$ cat config.mk
export PLATFORM = sky130hd
export DESIGN_NAME = tpc_timer
export DESIGN_NICKNAME = d
export VERILOG_FILES = /design/src/rtl/tpc_pkg.sv /design/src/rtl/tpc_timer.sv /design/src/rtl/tpc_trig_filter.sv
export SDC_FILE = /design/constraint.sdc
export NUM_CORES = 1
export LEC_CHECK = 0
export BUFFER_PORTS_ARGS = -buffer_cell sky130_fd_sc_hd__buf_2
export CAP_MARGIN = 10
export CORE_AREA = 2 2 111 113
export DETAILED_ROUTE_END_ITERATION = 6
export DIE_AREA = 0 0 113 115
export PLACE_DENSITY = 0.69
export SYNTH_ARGS = -nofsm -noshare
export SYNTH_HDL_FRONTEND = slang
export SYNTH_SLANG_ARGS = --single-unit
$ cat constraint.sdc
create_clock -name core_clk_in -period 5.1 [get_ports core_clk_in]
set_clock_uncertainty 0.05 [all_clocks]
set_input_delay 0 -clock core_clk_in [delete_from_list [all_inputs] [get_ports core_clk_in]]
set_output_delay 0 -clock core_clk_in [all_outputs]
set_load 0.1 [all_outputs]
$ cat src/rtl/tpc_pkg.sv
// Shared constants for the timer, PWM, pulse generator and capture block
package tpc_pkg;

	// =========================================================
	// Register bus widths
	// =========================================================
	localparam int unsigned TPC_AW = 4;  // Address width
	localparam int unsigned TPC_DW = 16; // Data width

	// =========================================================
	// Register offsets
	// =========================================================
	localparam logic [3:0] TPC_OFF_MODE = 4'h0; // mode_control_reg
	localparam logic [3:0] TPC_OFF_CLK  = 4'h1; // clock_select_reg
	localparam logic [3:0] TPC_OFF_OUTC = 4'h2; // output_control_reg
	localparam logic [3:0] TPC_OFF_EDGE = 4'h3; // edge_mode_reg
	localparam logic [3:0] TPC_OFF_SCS  = 4'h4; // sampling_clock_select
	localparam logic [3:0] TPC_OFF_CCA  = 4'h5; // compare_capture_a
	localparam logic [3:0] TPC_OFF_CCB  = 4'h6; // compare_capture_b
	localparam logic [3:0] TPC_OFF_CNT  = 4'h7; // timer_count, read only
	localparam logic [3:0] TPC_OFF_STAT = 4'h8; // Pin and input levels

	// =========================================================
	// Field positions
	// =========================================================
	localparam int unsigned TPC_MODE_LSB   = 0; // Mode, 3 bits
	localparam int unsigned TPC_CLKSEL_LSB = 4; // Count clock, bits 6:4
	localparam int unsigned TPC_OE_BIT     = 0; // output_enable_bit
	localparam int unsigned TPC_ALV_BIT    = 1; // active_level_select
	localparam int unsigned TPC_ESA_LSB    = 2; // edge_sel_a, bits 3:2
	localparam int unsigned TPC_ESB_LSB    = 4; // edge_sel_b, bits 5:4
	localparam int unsigned TPC_SCS_LSB    = 0; // Sampling select, 2 bits

	// =========================================================
	// Reset values
	// =========================================================
	localparam logic [15:0] TPC_RST_REG = 16'h0000; // All registers

	// =========================================================
	// Operating modes
	// =========================================================
	localparam logic [2:0] TPC_M_STOP    = 3'h0; // Counter held at zero
	localparam logic [2:0] TPC_M_PWM     = 3'h1; // 14-bit PWM
	localparam logic [2:0] TPC_M_PPG     = 3'h2; // programmable_pulse_mode
	localparam logic [2:0] TPC_M_CAP1    = 3'h3; // Free run, one capture
	localparam logic [2:0] TPC_M_CAP2IN  = 3'h4; // Free run, two inputs
	localparam logic [2:0] TPC_M_CAP2REG = 3'h5; // Free run, two registers
	localparam logic [2:0] TPC_M_RESTART = 3'h6; // Capture then restart
	localparam logic [2:0] TPC_M_EVENT   = 3'h7; // External event counter

	// =========================================================
	// Edge selections
	// =========================================================
	localparam logic [1:0] TPC_E_FALL = 2'h0; // Falling edge
	localparam logic [1:0] TPC_E_RISE = 2'h1; // Rising edge
	localparam logic [1:0] TPC_E_NONE = 2'h2; // No edge
	localparam logic [1:0] TPC_E_BOTH = 2'h3; // Both edges

	// =========================================================
	// Count clock and PWM structure
	// =========================================================
	localparam logic [2:0] TPC_CLK_EXT  = 3'h0; // Edges of trigger A
	localparam int unsigned TPC_PRE_W   = 8;    // Prescaler width
	localparam int unsigned TPC_PWM_BASE = 8;   // Basic cycle 2^8
	localparam int unsigned TPC_PWM_SUB  = 14;  // Sub-cycle 2^14

endpackage

$ cat src/rtl/tpc_timer.sv
// 16-bit timer with PWM, pulse generator, capture and event counting
//
// The implementer's own choices: the register addresses and the strobed register port.
module tpc_timer
	import tpc_pkg::*;
(
	input  wire logic              core_clk_in,          // Core clock
	input  wire logic              rst_in,               // Synchronous reset
	input  wire logic [TPC_AW-1:0] reg_addr_in,          // Register address
	input  wire logic [TPC_DW-1:0] reg_wdata_in,         // Write data
	input  wire logic              reg_wr_in,            // Write strobe
	input  wire logic              reg_rd_in,            // Read strobe
	output logic      [TPC_DW-1:0] reg_rdata_out,        // Read data
	input  wire logic              trigger_input_a_in,   // Trigger A pin
	input  wire logic              trigger_input_b_in,   // Trigger B pin
	output logic                   timer_output_pin_out, // Waveform pin
	output logic                   capture_a_irq_out,    // Capture A pulse
	output logic                   capture_b_irq_out,    // Capture B pulse
	output logic                   match_irq_out         // Match pulse
);

	// =========================================================
	// Functions
	// =========================================================

	// Strobe once per 2^n core clocks from the prescaler
	function automatic logic div_tick(input logic [TPC_PRE_W-1:0] cnt,
		input logic [2:0] n);
		logic [TPC_PRE_W-1:0] mask;
		mask = ~({TPC_PRE_W{1'b1}} << n);
		div_tick = ((cnt & mask) == mask);
	endfunction

	// Valid edge according to an edge selection
	function automatic logic edge_hit(input logic [1:0] sel,
		input logic rise, input logic fall);
		edge_hit = ((sel == TPC_E_RISE) || (sel == TPC_E_BOTH)) && rise
			|| ((sel == TPC_E_FALL) || (sel == TPC_E_BOTH)) && fall;
	endfunction

	// =========================================================
	// Software registers
	// =========================================================
	logic [2:0]  mode_q;  // Operating mode
	logic [2:0]  clks_q;  // Count clock select
	logic        oe_q;    // output_enable_bit
	logic        alv_q;   // active_level_select
	logic [1:0]  esa_q;   // edge_sel_a
	logic [1:0]  esb_q;   // edge_sel_b
	logic [1:0]  scs_q;   // sampling_clock_select
	logic [15:0] cca_q;   // compare_capture_a
	logic [15:0] cca_d;   // Next compare_capture_a
	logic [15:0] ccb_q;   // compare_capture_b
	logic [15:0] ccb_d;   // Next compare_capture_b
	logic [15:0] cnt_q;   // timer_count
	logic [15:0] cnt_d;   // Next timer_count
	logic [15:0] rdat_q;  // Read data register

	// Internal state
	logic [TPC_PRE_W-1:0] pre_q;  // Free prescaler
	logic                 pin_q;  // Output pin register
	logic                 pin_d;  // Next pin level
	logic                 irqa_q; // Capture A pulse
	logic                 irqb_q; // Capture B pulse
	logic                 irqm_q; // Match pulse

	// =========================================================
	// Register decode
	// =========================================================
	wire wr_mode_w = reg_wr_in && (reg_addr_in == TPC_OFF_MODE); // Mode write
	wire wr_clk_w  = reg_wr_in && (reg_addr_in == TPC_OFF_CLK);  // Clock write
	wire wr_outc_w = reg_wr_in && (reg_addr_in == TPC_OFF_OUTC); // Output write
	wire wr_edge_w = reg_wr_in && (reg_addr_in == TPC_OFF_EDGE); // Edge write
	wire wr_scs_w  = reg_wr_in && (reg_addr_in == TPC_OFF_SCS);  // Sampling write
	wire wr_cca_w  = reg_wr_in && (reg_addr_in == TPC_OFF_CCA);  // A write
	wire wr_ccb_w  = reg_wr_in && (reg_addr_in == TPC_OFF_CCB);  // B write

	// =========================================================
	// Sampling strobe and trigger filters
	// =========================================================
	wire       smp_w;   // Sampling strobe
	wire       lvla_w;  // Filtered level A
	wire       lvlb_w;  // Filtered level B
	wire       risea_w; // Rising edge A
	wire       falla_w; // Falling edge A
	wire       riseb_w; // Rising edge B
	wire       fallb_w; // Falling edge B

	// Sampling period set by sampling_clock_select
	assign smp_w = div_tick(pre_q, {1'b0, scs_q});

	// Filter for trigger A
	tpc_trig_filter u_filt_a (
		.core_clk_in (core_clk_in),
		.rst_in      (rst_in),
		.sig_in      (trigger_input_a_in),
		.sample_in   (smp_w),
		.level_out   (lvla_w),
		.rise_out    (risea_w),
		.fall_out    (falla_w)
	);

	// Filter for trigger B
	tpc_trig_filter u_filt_b (
		.core_clk_in (core_clk_in),
		.rst_in      (rst_in),
		.sig_in      (trigger_input_b_in),
		.sample_in   (smp_w),
		.level_out   (lvlb_w),
		.rise_out    (riseb_w),
		.fall_out    (fallb_w)
	);

	// =========================================================
	// Edge events
	// =========================================================
	wire evta_w; // Valid edge on A
	wire evtb_w; // Valid edge on B
	wire oppa_w; // Opposite edge on A
	wire tick_w; // Count clock strobe

	assign evta_w = edge_hit(esa_q, risea_w, falla_w);
	assign evtb_w = edge_hit(esb_q, riseb_w, fallb_w);

	// Reverse edge of a single-edge selection; none for both
	assign oppa_w = (esa_q == TPC_E_RISE) ? falla_w
		: (esa_q == TPC_E_FALL) ? risea_w : 1'b0;

	// Count clock: external edges or divided core clock
	assign tick_w = (clks_q == TPC_CLK_EXT) ? evta_w
		: div_tick(pre_q, 3'(clks_q - 3'h1));

	// =========================================================
	// Mode qualifiers
	// =========================================================
	wire m_cap_w;   // Any capture mode
	wire capb_w;    // Capture count into B
	wire capa2_w;   // Capture count into A
	wire match_w;   // Count equals A on a tick
	wire evmode_w;  // Event counter mode

	assign m_cap_w = (mode_q == TPC_M_CAP1) || (mode_q == TPC_M_CAP2IN)
		|| (mode_q == TPC_M_CAP2REG) || (mode_q == TPC_M_RESTART);
	assign capb_w  = m_cap_w && evta_w;
	assign capa2_w = ((mode_q == TPC_M_CAP2IN) && evtb_w)
		|| (((mode_q == TPC_M_CAP2REG) || (mode_q == TPC_M_RESTART))
		&& oppa_w);
	assign evmode_w = (mode_q == TPC_M_EVENT);
	assign match_w = (evmode_w ? evta_w : tick_w) && (cnt_q == cca_q)
		&& (evmode_w || (mode_q == TPC_M_PPG));

	// =========================================================
	// Counter next value
	// =========================================================
	always_comb
	begin
		cnt_d = cnt_q;
		case (mode_q)
			TPC_M_STOP:
				cnt_d = 16'h0000; // Held cleared
			TPC_M_EVENT:
				if (evta_w)
					cnt_d = match_w ? 16'h0000 : 16'(cnt_q + 16'h0001);
			TPC_M_PPG:
				if (tick_w)
					cnt_d = match_w ? 16'h0000 : 16'(cnt_q + 16'h0001);
			TPC_M_RESTART:
				if (capb_w)
					cnt_d = 16'h0000;
				else if (tick_w)
					cnt_d = 16'(cnt_q + 16'h0001);
			default:
				if (tick_w) // Free running
					cnt_d = 16'(cnt_q + 16'h0001);
		endcase
	end

	// =========================================================
	// Capture registers: hardware capture wins over a write
	// =========================================================
	assign ccb_d = capb_w ? cnt_q : (wr_ccb_w ? reg_wdata_in : ccb_q);
	assign cca_d = capa2_w ? cnt_q : (wr_cca_w ? reg_wdata_in : cca_q);

	// =========================================================
	// PWM waveform
	// =========================================================
	wire [13:0] duty_w;  // 14-bit duty
	wire [5:0]  sub_w;   // Sub-cycle index
	wire [5:0]  subr_w;  // Bit-reversed index
	wire        extra_w; // Extra count this basic cycle
	wire [8:0]  wid_w;   // Width of this basic cycle
	wire        pwm_w;   // PWM active

	assign duty_w = cca_q[15:2];
	assign sub_w  = cnt_q[TPC_PWM_SUB-1:TPC_PWM_BASE];

	// Reverse the index to spread extra counts evenly
	genvar gi;
	generate
		for (gi = 0; gi < 6; gi++)
		begin : g_rev
			assign subr_w[gi] = sub_w[5 - gi];
		end
	endgenerate

	assign extra_w = (subr_w < duty_w[5:0]);
	assign wid_w   = {1'b0, duty_w[13:6]} + {8'h00, extra_w};
	assign pwm_w   = ({1'b0, cnt_q[TPC_PWM_BASE-1:0]} < wid_w);

	// =========================================================
	// Output selection
	// =========================================================
	wire ppg_w; // Pulse mode active
	wire act_w; // Active in current mode

	assign ppg_w = (cnt_q <= ccb_q);
	assign act_w = (mode_q == TPC_M_PWM) ? pwm_w
		: (mode_q == TPC_M_PPG) ? ppg_w : 1'b0;

	// Enabled output inverted for active low
	assign pin_d = oe_q && (act_w ^ alv_q);

	// =========================================================
	// Read multiplexer
	// =========================================================
	logic [15:0] rmux_w; // Selected read value
	always_comb
	begin
		rmux_w = 16'h0000;
		case (reg_addr_in)
			TPC_OFF_MODE: rmux_w = {13'h0000, mode_q};
			TPC_OFF_CLK:  rmux_w = {9'h000, clks_q, 4'h0};
			TPC_OFF_OUTC: rmux_w = {14'h0000, alv_q, oe_q};
			TPC_OFF_EDGE: rmux_w = {10'h000, esb_q, esa_q, 2'h0};
			TPC_OFF_SCS:  rmux_w = {14'h0000, scs_q};
			TPC_OFF_CCA:  rmux_w = cca_q;
			TPC_OFF_CCB:  rmux_w = ccb_q;
			TPC_OFF_CNT:  rmux_w = cnt_q;
			TPC_OFF_STAT: rmux_w = {13'h0000, lvlb_w, lvla_w, pin_q};
			default:      rmux_w = 16'h0000; // Unmapped
		endcase
	end

	// =========================================================
	// Control registers
	// =========================================================
	always_ff @(posedge core_clk_in)
	begin
		if (rst_in)
		begin
			mode_q <= TPC_RST_REG[2:0];
			clks_q <= TPC_RST_REG[2:0];
			oe_q   <= TPC_RST_REG[0];
			alv_q  <= TPC_RST_REG[0];
			esa_q  <= TPC_RST_REG[1:0];
			esb_q  <= TPC_RST_REG[1:0];
			scs_q  <= TPC_RST_REG[1:0];
		end
		else
		begin
			if (wr_mode_w)
				mode_q <= reg_wdata_in[TPC_MODE_LSB +: 3];
			if (wr_clk_w)
				clks_q <= reg_wdata_in[TPC_CLKSEL_LSB +: 3];
			if (wr_outc_w)
			begin
				oe_q  <= reg_wdata_in[TPC_OE_BIT];
				alv_q <= reg_wdata_in[TPC_ALV_BIT];
			end
			if (wr_edge_w)
			begin
				esa_q <= reg_wdata_in[TPC_ESA_LSB +: 2];
				esb_q <= reg_wdata_in[TPC_ESB_LSB +: 2];
			end
			if (wr_scs_w)
				scs_q <= reg_wdata_in[TPC_SCS_LSB +: 2];
		end
	end

	// =========================================================
	// Counter, capture and output registers
	// =========================================================
	always_ff @(posedge core_clk_in)
	begin
		if (rst_in)
		begin
			pre_q  <= '0;
			cnt_q  <= TPC_RST_REG;
			cca_q  <= TPC_RST_REG;
			ccb_q  <= TPC_RST_REG;
			pin_q  <= 1'b0;
			irqa_q <= 1'b0;
			irqb_q <= 1'b0;
			irqm_q <= 1'b0;
		end
		else
		begin
			pre_q  <= pre_q + 1'b1;
			cnt_q  <= cnt_d;
			cca_q  <= cca_d;
			ccb_q  <= ccb_d;
			pin_q  <= pin_d;
			irqa_q <= capb_w;
			irqb_q <= (mode_q == TPC_M_CAP2IN) && evtb_w;
			irqm_q <= match_w;
		end
	end

	// Read data stands one cycle after the strobe
	always_ff @(posedge core_clk_in)
	begin
		if (rst_in)
			rdat_q <= TPC_RST_REG;
		else if (reg_rd_in)
			rdat_q <= rmux_w;
		else
			rdat_q <= 16'h0000;
	end

	// =========================================================
	// Outputs
	// =========================================================
	assign reg_rdata_out        = rdat_q;
	assign timer_output_pin_out = pin_q;
	assign capture_a_irq_out    = irqa_q;
	assign capture_b_irq_out    = irqb_q;
	assign match_irq_out        = irqm_q;

endmodule // tpc_timer

$ cat src/rtl/tpc_trig_filter.sv
// Sampled noise filter and edge detector for one trigger input
module tpc_trig_filter
	import tpc_pkg::*;
(
	input  wire logic core_clk_in,  // Core clock
	input  wire logic rst_in,       // Synchronous reset
	input  wire logic sig_in,       // Raw trigger level
	input  wire logic sample_in,    // Sampling strobe
	output logic      level_out,    // Filtered level
	output logic      rise_out,     // One-cycle rising pulse
	output logic      fall_out      // One-cycle falling pulse
);

	// =========================================================
	// Sample history
	// =========================================================
	logic smp_q;   // Previous sample
	logic lvl_q;   // Accepted level
	logic rise_q;  // Rising pulse
	logic fall_q;  // Falling pulse
	wire  accept_w; // New level seen on two samples

	// Two equal samples that differ from the accepted level
	assign accept_w = sample_in && (sig_in == smp_q) && (sig_in != lvl_q);

	// Sample and accept levels
	always_ff @(posedge core_clk_in)
	begin
		if (rst_in)
		begin
			smp_q  <= 1'b0;
			lvl_q  <= 1'b0;
			rise_q <= 1'b0;
			fall_q <= 1'b0;
		end
		else
		begin
			if (sample_in)
				smp_q <= sig_in;
			if (accept_w)
				lvl_q <= sig_in;
			rise_q <= accept_w && sig_in;
			fall_q <= accept_w && !sig_in;
		end
	end

	assign level_out = lvl_q;
	assign rise_out  = rise_q;
	assign fall_out  = fall_q;

endmodule // tpc_trig_filter

=== Yosys cells after proc, flatten, opt, wreduce, memory -nomap -nowiden ===
Index checks and enable logic that the tools add are counted.

* Output and inout port bits: 20
* Input bits: 26
* Logic and storage cells: 132
* Register bits: 98

* Reduce and logical (&&, ||, !) cells: 48
* Bitwise logic cells: 6
* Shifts and indexed selects: 2
* Add/subtract/negate cells: 4
* Order comparisons: 3
* Multiplexer cells: 17
* Equal/unequal tests: 28

{| class="wikitable"
|+ Operators with widths
! cell !! count
|-
| $mux W16 || 9
|-
| $pmux W16 S9 || 1
|-
| $pmux W16 S4 || 1
|-
| $logic_and A1 B1 Y1 || 25
|-
| $add A16 B1 Y16 const B || 1
|-
| $and A8 B8 Y8 || 2
|-
| $eq A16 B16 Y1 || 1
|-
| $eq A4 B3 Y1 const B || 4
|-
| $eq A8 B8 Y1 || 2
|-
| $le A16 B16 Y1 || 1
|-
| $not A8 Y8 || 2
|-
| $eq A3 B3 Y1 const B || 4
|-
| $logic_or A1 B1 Y1 || 12
|-
| $add A8 B1 Y9 || 1
|-
| $lt A8 B9 Y1 || 1
|-
| $add A8 B1 Y8 const B || 1
|-
| $eq A4 B2 Y1 const B || 2
|-
| $shl A8 B2 Y8 const A || 1
|-
| $shl A8 B3 Y8 const A || 1
|-
| $eq A3 B2 Y1 const B || 2
|-
| $logic_not A3 Y1 || 2
|-
| $lt A6 B6 Y1 || 1
|-
| $mux W1 || 6
|-
| $eq A2 B1 Y1 const B || 2
|-
| 16 further kinds || 23
|}

=== Longest topological paths before layout ===
Gate-level depths: netlist (run 1).

* Depth in word-level cells: 12
* Gate-level depth with buffers: 20

=== By module ===
A second synthesis (run 1) with hierarchy kept.

* Cell total of the unflattened synthesis: 701
* Area, all modules: 5890.6 µm²

{| class="wikitable"
|+ By module, submodules not included
! module !! area each (µm²) !! cells each !! times used
|-
| tpc_timer || 5560.3 || 671 || 1
|-
| tpc_trig_filter || 165.2 || 15 || 2
|}

=== Worst setup path before layout (run 1) ===
OpenSTA, ideal clock, no wires.

* Kind: register to register
* Start: register cca_q[3]
* End: register pin_q (netlist: timer_output_pin_out)
* Required time: 4.978 ns
* Buffers on the path: 0
* Stages on the path, launching flop included: 21
* Clock period less this slack: 3.568 ns
* Data arrival time: 3.446 ns
* Path slack: 1.532 ns
* Path through: dfxtp_1 > inv_1 > ha_1 > a21o_1 > a21oi_1 > nor2b_1 > o21ai_0 > nand2b_1 > a21oi_1 > ha_1 > ha_1 > nand2_1 > nor2_1 > xnor2_1 > ha_1 > a2111o_1 > a31oi_1 > o21ai_0 > a311o_1 > a211oi_1 > mux2i_1

* Longest elaborated chain between the ends: 6

{| class="wikitable"
|+ RTL lines
! element !! RTL line !! RTL
|-
| start, declared || tpc_timer.sv:51 || <nowiki>logic [15:0] cca_q;</nowiki>
|-
| start signal, assigned || tpc_timer.sv:289 || <nowiki>cca_q <= TPC_RST_REG;</nowiki>
|-
| start signal, assigned || tpc_timer.sv:300 || <nowiki>cca_q <= cca_d;</nowiki>
|-
| $lt A6 B6 Y1 || tpc_timer.sv:206 || <nowiki>assign extra_w = (subr_w < duty_w[5:0]);</nowiki>
|-
| $add A8 B1 Y9 || tpc_timer.sv:207 || <nowiki>assign wid_w = {1'b0, duty_w[13:6]} + {8'h00, extra_w};</nowiki>
|-
| $lt A8 B9 Y1 || tpc_timer.sv:208 || <nowiki>assign pwm_w = ({1'b0, cnt_q[TPC_PWM_BASE-1:0]} < wid_w);</nowiki>
|-
| $mux W1 || tpc_timer.sv:217 || <nowiki>assign act_w = (mode_q == TPC_M_PWM) ? pwm_w</nowiki>
|-
| $xor A1 B1 Y1 || tpc_timer.sv:221 || <nowiki>assign pin_d = oe_q && (act_w ^ alv_q);</nowiki>
|-
| $logic_and A1 B1 Y1 || tpc_timer.sv:221 ||
|-
| end signal, assigned || tpc_timer.sv:302 || <nowiki>pin_q <= pin_d;</nowiki>
|-
| end, declared || tpc_timer.sv:61 || <nowiki>logic pin_q;</nowiki>
|}

Every way passes these cells.
A chain may end at the register's enable or synchronous reset.

=== Worst setup path in the final report (run 1) ===
* Start: register cnt_q[12]
* End: register pin_q (netlist: timer_output_pin_out)

* Longest elaborated chain between the ends: 6

{| class="wikitable"
|+ RTL lines
! element !! RTL line !! RTL
|-
| start, declared || tpc_timer.sv:55 || <nowiki>logic [15:0] cnt_q;</nowiki>
|-
| start signal, assigned || tpc_timer.sv:299 || <nowiki>cnt_q <= cnt_d;</nowiki>
|-
| $lt A6 B6 Y1 || tpc_timer.sv:206 ||
|-
| $add A8 B1 Y9 || tpc_timer.sv:207 ||
|-
| $lt A8 B9 Y1 || tpc_timer.sv:208 ||
|-
| $mux W1 * || tpc_timer.sv:217 ||
|-
| $xor A1 B1 Y1 * || tpc_timer.sv:221 ||
|-
| $logic_and A1 B1 Y1 * || tpc_timer.sv:221 ||
|}

Mark *: on every way between the ends. The rest lies on a longest branch, timed or not.

==> parameters.txt, run 1 <==
Parameter                              Value

Status
  Run status ... finished, violations left
  Failing checks ... design-rule violations

Setup path
  Critical path's slowest cell ... dfxtp_1
  Cell repeated most along the worst path ... ha_1
  R2r setup slk ... approximately 0.92 ns
  Crit-path cells ... ha_1 > a21o_1 > a21oi_1 > nor2b_1 > o21ai_0 > nand2b_1 > a21oi_1 > ha_1 > ha_1 > nand2_1 > nor2_1 > xnor2_1 > ha_1 > a2111o_1 > a31oi_1 > o21ai_0 > a311o_1 > a211oi_1 > mux2i_1
  Startpoint-to-endpoint class of the critical path ... reg2reg
  Arrival time at the worst endpoint ... approximately 4.4 ns
  Setup crit start kind ... flop
  Slowest stage delay, CP ... 0.57 ns
  Top fanout value on the critical path ... 11
  Critical Path Sink Type ... flop
  Crit path required time ... approximately 5.3 ns

STA
  RSZ-0062 raised after global routing ... no
  Final hold slack ... approximately 0.08 ns
  Period minus WS final ... ~4.2 ns
  Number of hold violations in the final report ... 0
  Fmax ... approximately 240 MHz
  Fin crit share ... between 80 and 90%
  Final count of negative-setup-slack endpoints ... 0
  Rel. slew slack ... about 20%
  Worst slew pin tran ... between 1 and 1.5 ns
  Final max-slew violation count ... 0
  Sum of negative setup slack ... 0 ns

Yosys
  Synth Net Count ... between 700 and 800
  Number of flops mapped to enable cells by yosys ... 0
  Portion of the post-synthesis area used by sequential elements ... 32.8%
  Synthesized flop and latch total ... a little under 100
  Top flip-flop cell by instance count after synthesis ... dfxtp_1
  Area share of the largest cell type after synthesis ... between 30% and 40%
  Share of async-settable or async-resettable flops after synthesis ... 0%
  Avg Synthesized Cell Area ... 8.16 sq um
  Ranking of synthesized cells by area ... dfxtp_1 33%, ha_1 8.9%, nor2_1 6.2%, mux2i_1 5.4%, nand2_1 4.1%
  Cell taking the most area after synthesis ... dfxtp_1
  Synthesized area ... 0.00593 sq mm
  Mapped Cells ... around 730
  Number of warning messages in the yosys log ... 0
  Count of distinct cell types in the synthesized netlist ... 64

Route
  Drt pass-1 iters ... 7
  Total wire length after detailed routing ... 16.5 mm
  Avg Vias per Cell ... between 6 and 7
  Wire length per cell after detailed routing ... around 18 um
  Post-detailed-route count of antenna-violating nets ... 0
  DRC marker count from the first detailed-route iteration ... 374
  DRC Markers ... 2
  Vias ... around 5500

Placement
  Weighted congestion reported at the end of routability-driven placement ... 0.924
  Half-perimeter wire length after detailed placement ... 11.9 mm
  Total cell area at the placement stage ... ~0.0061 sq mm
  Input/output buffers ... 45

Power
  Part of the total power dissipated in combinational logic ... 7.7%
  Clk pwr share ... a little under half
  Total power divided by cell area ... 249 mW/mm^2
  Sw Pwr ... 401 uW
  Internal power consumption ... about 1.2 mW
  Relative contribution of sequential cells to total power ... between 40% and 50%
  Worst IR Drop VDD ... ~200 uV
  Leakage ... 2.56 nW
  Switching share of power ... between 20 and 25%

Cells and area
  Synthesis-to-layout area growth ... 12.0%
  Number of nets in the finished design ... between 800 and 900
  Leading cell type in the layout, fill and taps excluded ... nor2_1
  Area occupied by multi-input gates ... about 0.0036 sq mm
  Share of post-route cells with drive strength above 1 ... between 10% and 20%
  Antenna diode count ... 0
  Highest-count cells in the layout ignoring fill and taps ... 98 x nor2_1, 97 x dfxtp_1, 65 x nand2_1, 45 x buf_2, 42 x ha_1
  FF+latch area ... around 0.002 sq mm
  Design Area, Final ... 0.00664 sq mm
  # fillers ... approximately 1100

GRT
  Largest net degree at the start of global routing ... 38
  First-pass GRT wire length ... between 20 and 30 mm
  Number of global-route vias before repair ... between 5000 and 6000
  All-layer global routing usage ... between 20% and 30%
  Total overflow reported by the global router ... 0
  Antenna violations before repair ... 0

Clock network
  Clk_lat worst skew ... about 0.36 ns
  Number of clock buffers inserted by TritonCTS ... 9
  H-tree depth ... 3
  Post-CTS repair timing setup buffer count ... 0
  Clock tree from TritonCTS ... built
  Clock transition at path regs ... about 0.07 ns
  Number of clock sinks seen by CTS ... 97
  Buffers from clock root to sink, at most ... 2
  Root buf cell ... clkbuf_16

Run
  Max-cap violations ... 0

Hold path
  Kind of path behind the tightest hold check ... in2reg

Floorplanning
  Core area ... between 0.01 and 0.015 sq mm
  Area of the die ... between 0.01 and 0.015 sq mm
  I/O pin cnt ... 46
  Vert. Die Dim ... 115 um
  Initial standard-cell utilization of the core ... between 50% and 60%
  Total number of placement rows ... 40
  Die span in x ... 113 um
==> metal layers <==
| metal | vias up | GRT usage (%) | wire length (um) | share of wire, % |
|---|---|---|---|---|
| li1 | 2621 | - | - | - |
| met1 | 2610 | 31.6 | 6980 | 42 |
| met2 | 198 | 45.1 | 8050 | 49 |
| met3 | 48 | 4.53 | 905 | 5.5 |
| met4 | 0 | 14.3 | 612 | 3.7 |
| met5 | - | 0 | 0 | 0 |
==> synthesized netlist by cell type (2+ instances only) <==
master     n
nand4_1    9
and3_1     9
nand3_1   39
and4_1     2
or2_2      4
o21a_1     4
buf_2      4
or2_1      3
mux2i_1   32
a21o_1     9
ha_1      42
a31oi_1    8
a32oi_1    2
nor2b_1   14
xnor2_1   23
inv_1     37
and4b_1    2
o211ai_1   2
a211oi_1  19
a22oi_1   11
nor3_1     5
a311o_1    2
dfxtp_1   97
xor2_1     8
a311oi_1  18
nor2_1    98
o21ai_0   28
a21oi_1   20
nand2_1   65
nand2b_1   5
and2_1     3
clkbuf_1  45
a222oi_1   4
a221o_1    5
nand4b_1   3
or3_1      2
nand3b_1   5
a22o_1    10
nor4b_1    3
==> worst max-delay path: cells and delay by family (launching register included) <==
family                     cells  cell delay, ns
AOI/OAI and AO/OA              9            1.82
adders and majority gates      4            0.96
DFF                            1            0.57
and+or+nand+nor                4            0.37
muxes                          1            0.24
xor gates and xnor gates       1            0.09
==> through the flow <==
stage | setup slack [ns] | instances | util, % | total power [mW]
4_1_cts | 1.00 | 903 | 56.2 | 1.66
6_report | 0.915 | 903 | 56.2 | 1.65
3_5_place_dp | 1.01 | 869 | 52.0 | 0.909
3_3_place_gp | 1.21 | 869 | 52.0 | 0.906
5_1_grt | 0.553 | 903 | 56.2 | 1.70
2_1_floorplan | 1.53 | 726 | - | 0.868
==> cells by family (layout without fill, tap and decap cells) <==
family | count (synthesis) | after routing | synth area share [%]
multiplexers | 33 | 33 | 5.59
AND/OR/NAND/NOR | 277 | 277 | 22.2
buffers and inverters | 91 | 121 | 6.38
adder cells (fa/ha/maj) | 42 | 42 | 8.87
XOR/XNOR | 31 | 31 | 4.58
AO/OA/AOI/OAI | 155 | 155 | 19.6
flip-flops | 97 | 97 | 32.8
==> flip-flops by register name, indices dropped and copies added (netlist names), 2 cells and up <==
name           flops
reg_rdata_out     16
pre_q              7
ccb_q             16
esb_q              2
cca_q             16
clks_q             3
scs_q              2
cnt_q             16
mode_q             3
esa_q              2
==> timing repair <==
action	CTS	global route
gates resized for setup	0	0
hold endpoints to repair	52	0
hold buffers	18	0
==> worst paths after layout <==
check	startpoint	end	cells after the start
worst max-delay path	cnt_q[12]$_SDFFE_PP0P_	timer_output_pin_out$_SDFF_PP0_	19
worst max register to register	cnt_q[12]$_SDFFE_PP0P_	timer_output_pin_out$_SDFF_PP0_	19
worst min-delay path	reg_rd_in	reg_rdata_out[1]$_SDFF_PP0_	3
worst min register to register	alv_q$_SDFFE_PP0P_	alv_q$_SDFFE_PP0P_	2
==> power by group through the flow <==
stage                     combinational, mW  clock [mW]  sequential (mW)
after floorplan                      0.0761           0            0.792
after global placement                0.111           0            0.795
after detailed placement              0.114           0            0.796
after CTS                             0.125       0.756            0.778
after global routing                  0.138       0.787            0.780
final                                 0.127       0.744            0.779
==> cell type report <==
type | instances | area share, %
clock buffer | 11 | 3.51
clock inverter | 5 | 1.28
inverter | 37 | 2.09
multi-input combinational | 538 | 54.4
sequential | 97 | 29.3
tap | 147 | 2.77
timing repair buffer | 68 | 6.67
Note: power is estimated with default switching activity, not from simulation.
==> run 2, diff against run 1 <==
Settings changed: PLACE_DENSITY 0.69 to 0.71.
Clock period 5.1 ns to 3.48 ns, I/O delays scaled along.
==> run 2 against run 1 <==
The run ends with design-rule violations, negative setup slack left. Largest power group unchanged. Via count rose by 3.9%. Total power is 43% higher. Largest cell class unchanged. Combinational power increased by 57%. Non-clock buffer count rose by 25. Hold slack got worse by 0.029 ns. Final area increased by 4.0%. Sequential cell count stayed put. Clock power is 37% higher. Die area unchanged. Core utilization is 2.2 points higher.
==> parameters.txt, run 2 (synthesis gave the netlist of run 1 again) <==
Parameter                              Value

Floorplanning
  Total number of placement rows ... 40 (unchanged)
  Initial standard-cell utilization of the core ... 50.2% (unchanged)
  Area of the die ... 0.0130 sq mm (unchanged)
  I/O pin cnt ... 46 (unchanged)
  Die span in x ... 113 um (unchanged)
  Core area ... 0.0118 sq mm (unchanged)
  Vert. Die Dim ... 115 um (unchanged)

Setup path
  R2r setup slk ... -0.11 ns (-1.03 ns)
  Setup crit start kind ... flop
  R2r worst-path depth ... 19 (unchanged)
  R2R Path Start ... cca_q[3]$_SDFFE_PP0P_
  Slowest stage delay, CP ... 0.44 ns (-0.13 ns)
  Arrival time at the worst endpoint ... 3.83 ns (-0.59 ns)
  Startpoint-to-endpoint class of the critical path ... reg2reg
  Worst flop-to-flop path endpoint ... timer_output_pin_out$_SDFF_PP0_
  Crit-path cells ... inv_2 > ha_4 > a21o_1 > a21oi_2 > nor2b_1 > o21ai_1 > nand2b_1 > a21oi_2 > ha_4 > nand2_4 > nor2_4 > xnor2_2 > ha_1 > a2111o_1 > a31oi_1 > o21ai_1 > a311o_1 > a211oi_2 > mux2i_1
  Top fanout value on the critical path ... 3 (-8)
  Critical Path Sink Type ... flop
  Crit path required time ... 3.72 ns (-1.61 ns)
  Critical path's slowest cell ... a2111o_1

Power
  Switching share of power ... 24.6% (+0.33 points)
  Leakage ... 2.69 nW (+5.0%)
  Part of the total power dissipated in combinational logic ... 8.4% (+0.7 points)
  Worst IR Drop VDD ... 317 uV (+57%)
  Total power divided by cell area ... 342 mW/mm^2 (+38%)
  Internal power consumption ... 1.78 mW (+42%)
  Clk pwr share ... 43.3% (-1.8 points)
  Relative contribution of sequential cells to total power ... 48.3% (+1.1 points)
  Sw Pwr ... 581 uW (+45%)

GRT
  First-pass GRT wire length ... 27.9 mm (+3.5%)
  Largest net degree at the start of global routing ... 42 (+11%)
  Number of global-route vias before repair ... 5599 (+3.8%)
  Total overflow reported by the global router ... 0 (unchanged)
  Antenna violations before repair ... 0 (unchanged)
  All-layer global routing usage ... 27.1% (+0.80 points)

STA
  Fmax ... 278 MHz (+16%)
  Period minus WS final ... 3.59 ns (-0.592 ns)
  Final max-slew violation count ... 0 (unchanged)
  Number of hold violations in the final report ... 0 (unchanged)
  RSZ-0062 raised after global routing ... yes
  Worst slew pin tran ... 0.867 ns (-0.324 ns)
  Final WS setup ... -0.113 ns (-1.03 ns)
  Final count of negative-setup-slack endpoints ... 1 (+1)
  Rel. slew slack ... 42.0% (+21 points)
  Fin crit share ... 103% (+21 points)

Route
  Total wire length after detailed routing ... 17.3 mm (+4.3%)
  DRC marker count from the first detailed-route iteration ... 537 (+44%)
  Post-detailed-route count of antenna-violating nets ... 0 (unchanged)
  Vias ... 5692 (+3.9%)
  DRC Markers ... 5 (+3)
  Avg Vias per Cell ... 6.13 (+1.1%)
  Wire length per cell after detailed routing ... 18.6 um (+1.5%)
  Drt pass-1 iters ... 7 (unchanged)

Clock network
  Buffers from clock root to sink, at most ... 2 (unchanged)
  Clock tree from TritonCTS ... built
  H-tree depth ... 3 (unchanged)
  Clk_lat worst skew ... 0.36 ns (about the same)
  Number of clock sinks seen by CTS ... 97 (unchanged)
  Root buf cell ... clkbuf_16
  Number of clock buffers inserted by TritonCTS ... 9 (unchanged)
  Clock transition at path regs ... 0.07 ns (about the same)

Cells and area
  # fillers ... 1073 (-2.1%)
  Number of nets in the finished design ... 844 (+3.1%)
  Leading cell type in the layout, fill and taps excluded ... nor2_1
  Share of post-route cells with drive strength above 1 ... 15.9% (+5.2 points)
  Antenna diode count ... 0 (unchanged)
  Synthesis-to-layout area growth ... 16.4%
  Utilization after layout ... 58.4% (+2.2 points)
  FF+latch area ... 0.00194 sq mm (+0.13%)
  Highest-count cells in the layout ignoring fill and taps ... 96 x nor2_1, 95 x dfxtp_1, 64 x nand2_1, 45 x buf_2, 37 x nand3_1
  Area occupied by multi-input gates ... 0.00370 sq mm (+2.6%)

Hold path
  End point of the worst hold path ... reg_rdata_out[5]$_SDFF_PP0_
  Kind of path behind the tightest hold check ... in2reg
  Worst Hold Depth ... 3 (unchanged)
  Hold_sp ... reg_rd_in

Placement
  Post-placement worst setup slack ... -0.294 ns (-1.31 ns)
  Weighted congestion reported at the end of routability-driven placement ... 0.903 (-2.3%)
  Input/output buffers ... 45 (unchanged)
  Half-perimeter wire length after detailed placement ... 12.2 mm (+2.2%)

Status
  Run status ... finished, violations left
  Failing checks ... design-rule violations, negative setup slack

Run
  Max-cap violations ... 0 (unchanged)
[run 2: cell types whose count changed in the layout (fill, tap and decap cells not counted), sizes merged]
cell and change:
buf +25, bufinv -1, inv -2, clkbuf +1, clkinvlp +2
[run 2: layer usage]
metal | vias up | share of wire, % | global-route usage [%]
met5 | - | 0 | 0
met4 | 0 | 4.3 | 12.2
met3 | 76 | 6.6 | 6.85
met2 | 256 | 48 | 46.5
met1 | 2678 | 41 | 32.1
li1 | 2682 | - | -
[run 2: what timing repair did]
action / in CTS / in global routing
hold buffers: 18 / 0
hold endpoints to repair: 52 / 0
setup buffers: 1 / 1
endpoints found under the setup margin: 1 / 1
resized for setup: 9 / 9
pin swaps: 14 / 13
[run 2: worst max path at each step]
| stage | cells past startpoint | slack, ns | from | end |
|---|---|---|---|---|
| global route | 20 | -0.38 | cca_q[3]$_SDFFE_PP0P_ | timer_output_pin_out$_SDFF_PP0_ |
| floorplan | 20 | 0.02 | cca_q[3]$_SDFFE_PP0P_ | timer_output_pin_out$_SDFF_PP0_ |
| global placement | 20 | -0.15 | cca_q[3]$_SDFFE_PP0P_ | timer_output_pin_out$_SDFF_PP0_ |
| CTS | 19 | -0.21 | cca_q[3]$_SDFFE_PP0P_ | timer_output_pin_out$_SDFF_PP0_ |
| finish | 19 | -0.11 | cca_q[3]$_SDFFE_PP0P_ | timer_output_pin_out$_SDFF_PP0_ |
| detailed placement | 20 | -0.29 | cca_q[3]$_SDFFE_PP0P_ | timer_output_pin_out$_SDFF_PP0_ |
[run 2: area by class of cell]
class                      count  area share (%)
tap                          147            2.67
clock inverter                 4           0.762
timing repair buffer          93            9.14
sequential                    97            28.2
clock buffer                  12            3.57
inverter                      37            2.01
multi-input combinational    538            53.7
[run 2: critical path: cells and delay by family, from the launching register on]
family                     cells  cell delay [ns]
AOI/OAI and AO/OA              9             1.75
xor gates and xnor gates       1             0.12
adders and majority gates      3             0.66
buffers and inverters          1             0.04
DFF                            1             0.33
muxes                          1             0.20
and+or+nand+nor                4             0.36
[run 2: metrics by stage]
stage | total power [mW] | setup TNS (ns) | area, sq um | hold WS (ns) | std cells
3_5_place_dp | 1.34 | -0.294 | 6330 | 0.166 | 892
6_report | 2.36 | -0.113 | 6900 | 0.0507 | 928
3_3_place_gp | 1.34 | -0.152 | 6330 | 0.156 | 892
5_1_grt | 2.43 | -0.384 | 6900 | 0.0863 | 928
2_1_floorplan | 1.27 | 0 | 5940 | 0.0267 | 726
4_1_cts | 2.37 | -0.205 | 6850 | 0.0283 | 927
[run 2: power by group through the flow]
| stage | Clock (mW) | Combinational (mW) | Sequential [mW] |
|---|---|---|---|
| final | 1.02 | 0.199 | 1.14 |
| after global routing | 1.07 | 0.214 | 1.14 |
| after CTS | 1.03 | 0.193 | 1.14 |
| after detailed placement | 0 | 0.175 | 1.17 |
| after global placement | 0 | 0.171 | 1.16 |
| after floorplan | 0 | 0.112 | 1.16 |
==> run 3, diff against run 2 <==
Clock period 3.48 ns to 3.1 ns, I/O delays scaled along.
==> run 3 against run 2 <==
Sequential power grew 12%. Critical path type unchanged. The flow still finishes with violations (design-rule violations, negative setup slack). Core utilization up 1.7 points. Sequential share of layout area fell by 0.76 points. Count of clock-buffer cells in the layout is 1 lower. Routed wire length grew 0.93%. Via count down 0.65%. Sequential cell count stayed put. Cell count up 2.2%. Global-route usage is 0.15 points higher. Worst setup slack worse by 0.29 ns.
==> parameters.txt, run 3 (synthesis gave the netlist of run 1 again) <==
Parameter                              Value

Cells and area
  # fillers ... 1005 (-6.3%)
  Number of nets in the finished design ... 864 (+2.4%)
  FF+latch area ... 0.00195 sq mm (about the same)
  Synthesis-to-layout area growth ... 19.7%
  Leading cell type in the layout, fill and taps excluded ... nor2_1
  Area occupied by multi-input gates ... 0.00373 sq mm (+0.81%)
  Share of post-route cells with drive strength above 1 ... 18.4% (+2.5 points)
  Highest-count cells in the layout ignoring fill and taps ... 96 x nor2_1, 94 x dfxtp_1, 63 x nand2_1, 47 x buf_4, 45 x buf_2
  Antenna diode count ... 0 (unchanged)

STA
  Rel. slew slack ... 41.9% (-0.058 points)
  Fin crit share ... 113% (+9.6 points)
  Fmax ... 286 MHz (+2.7%)
  Sum of negative setup slack ... -0.399 ns (-0.286 ns)
  Period minus WS final ... 3.50 ns (-0.0945 ns)
  Final hold slack ... 0.0280 ns (-0.0228 ns)
  Number of hold violations in the final report ... 0 (unchanged)
  Worst slew pin tran ... 0.868 ns (+0.000866 ns)
  Final WS setup ... -0.399 ns (-0.286 ns)
  Final count of negative-setup-slack endpoints ... 1 (unchanged)
  Final max-slew violation count ... 0 (unchanged)
  RSZ-0062 raised after global routing ... yes

Clock network
  Clock tree from TritonCTS ... built
  Number of clock buffers inserted by TritonCTS ... 9 (unchanged)
  Number of clock sinks seen by CTS ... 97 (unchanged)
  Root buf cell ... clkbuf_16
  H-tree depth ... 3 (unchanged)
  Clk_lat worst skew ... 0.36 ns (about the same)
  Buffers from clock root to sink, at most ... 2 (unchanged)
  Clock transition at path regs ... 0.07 ns (about the same)

Route
  Avg Vias per Cell ... 5.97 (-2.7%)
  Post-detailed-route count of antenna-violating nets ... 0 (unchanged)
  DRC Markers ... 31 (+26)
  Wire length per cell after detailed routing ... 18.4 um (-1.2%)
  Vias ... 5655 (-0.65%)
  Total wire length after detailed routing ... 17.4 mm (+0.93%)
  DRC marker count from the first detailed-route iteration ... 538 (+0.19%)
  Drt pass-1 iters ... 7 (unchanged)

Floorplanning
  Vert. Die Dim ... 115 um (unchanged)
  Total number of placement rows ... 40 (unchanged)
  Area of the die ... 0.0130 sq mm (unchanged)
  Die span in x ... 113 um (unchanged)
  Initial standard-cell utilization of the core ... 50.2% (unchanged)
  I/O pin cnt ... 46 (unchanged)
  Core area ... 0.0118 sq mm (unchanged)

Placement
  Post-placement worst setup slack ... -0.641 ns (-0.347 ns)
  Weighted congestion reported at the end of routability-driven placement ... 0.913 (+1.2%)
  Input/output buffers ... 45 (unchanged)
  Half-perimeter wire length after detailed placement ... 12.4 mm (+1.5%)

Setup path
  Slowest stage delay, CP ... 0.40 ns (-0.04 ns)
  Setup crit start kind ... flop
  Top fanout value on the critical path ... 3 (unchanged)
  Startpoint-to-endpoint class of the critical path ... reg2reg
  Critical path's slowest cell ... a2111o_1
  Crit-path cells ... inv_2 > ha_4 > a21o_1 > a21oi_2 > nor2b_1 > o21ai_1 > nand2b_1 > a21oi_2 > ha_4 > ha_4 > nand3_2 > xor2_1 > ha_1 > a2111o_1 > a31oi_1 > o21ai_1 > a311o_1 > a211oi_2 > mux2i_1
  Arrival time at the worst endpoint ... 3.74 ns (-0.09 ns)
  Cell repeated most along the worst path ... ha_4
  Crit path required time ... 3.34 ns (-0.38 ns)
  Critical Path Sink Type ... flop

GRT
  Antenna violations before repair ... 0 (unchanged)
  Number of global-route vias before repair ... 5448 (-2.7%)
  All-layer global routing usage ... 27.3% (+0.15 points)
  Largest net degree at the start of global routing ... 64 (+52%)
  Total overflow reported by the global router ... 0 (unchanged)
  First-pass GRT wire length ... 27.9 mm (about the same)

Status
  Run status ... finished, violations left
  Failing checks ... design-rule violations, negative setup slack

Power
  Leakage ... 2.83 nW (+5.4%)
  Total power divided by cell area ... 380 mW/mm^2 (+11%)
  Tot Pwr ... 2.69 mW (+14%)
  Worst IR Drop VDD ... 317 uV (+0.14%)

Hold path
  Kind of path behind the tightest hold check ... in2reg

Run
  Max-cap violations ... 0 (unchanged)
==> run 3: critical path: cells and delay by family (launching register included) <==
kind	cells	cell delay, ns
buffers and inverters	1	0.04
adder cells (fa/ha/maj)	4	0.73
XOR/XNOR	1	0.16
AND/OR/NAND/NOR	3	0.23
flip-flops	1	0.34
AO/OA/AOI/OAI	9	1.70
multiplexers	1	0.19
==> run 3: layout make-up <==
class | instances | area share (%)
multi-input combinational | 539 | 52.6
tap | 147 | 2.59
clock inverter | 5 | 0.864
clock buffer | 11 | 3.56
sequential | 97 | 27.4
timing repair buffer | 112 | 11.0
inverter | 37 | 1.96
==> run 3: what timing repair did <==
action,4_1_cts,5_1_grt
hold buffers,19,0
pin swaps,14,15
endpoints found under the setup margin,1,4
setup buffers,9,1
endpoints found under the hold margin,55,0
cloned,0,1
resized for setup,13,9
==> run 3: final timing paths <==
check	from	end	slack, ns	cells after the start
hold / removal	reg_rd_in	reg_rdata_out[2]$_SDFF_PP0_	0.03	3
hold reg to reg	clks_q[0]$_SDFFE_PP0P_	clks_q[0]$_SDFFE_PP0P_	0.44	2
setup / recovery	cca_q[3]$_SDFFE_PP0P_	timer_output_pin_out$_SDFF_PP0_	-0.40	19
setup reg to reg	cca_q[3]$_SDFFE_PP0P_	timer_output_pin_out$_SDFF_PP0_	-0.40	19
==> run 3: per-layer routing <==
metal  GRT usage, %  routed length (um)  part of all wire (%)
met1           33.2                7160                    41
met2           48.3                8700                    50
met3           5.48                1160                   6.7
met4           9.19                 395                   2.3
met5              0                   0                     0
==> run 3: metrics by stage <==
stage               utilization (%)  area [sq um]  instances
finish                         60.1          7100        948
global route                   60.1          7100        948
CTS                            59.6          7040        947
detailed placement             54.4          6420        903
global placement               54.4          6420        903
floorplan                         -          5950        726
==> run 3: report_power, final <==
part / switching [mW] / total, mW / internal [mW] / leakage [nW]
Clock: 0.515 / 1.19 / 0.674 / 0.156
Combinational: 0.135 / 0.227 / 0.0916 / 1.89
Sequential: 0.0178 / 1.28 / 1.26 / 0.785
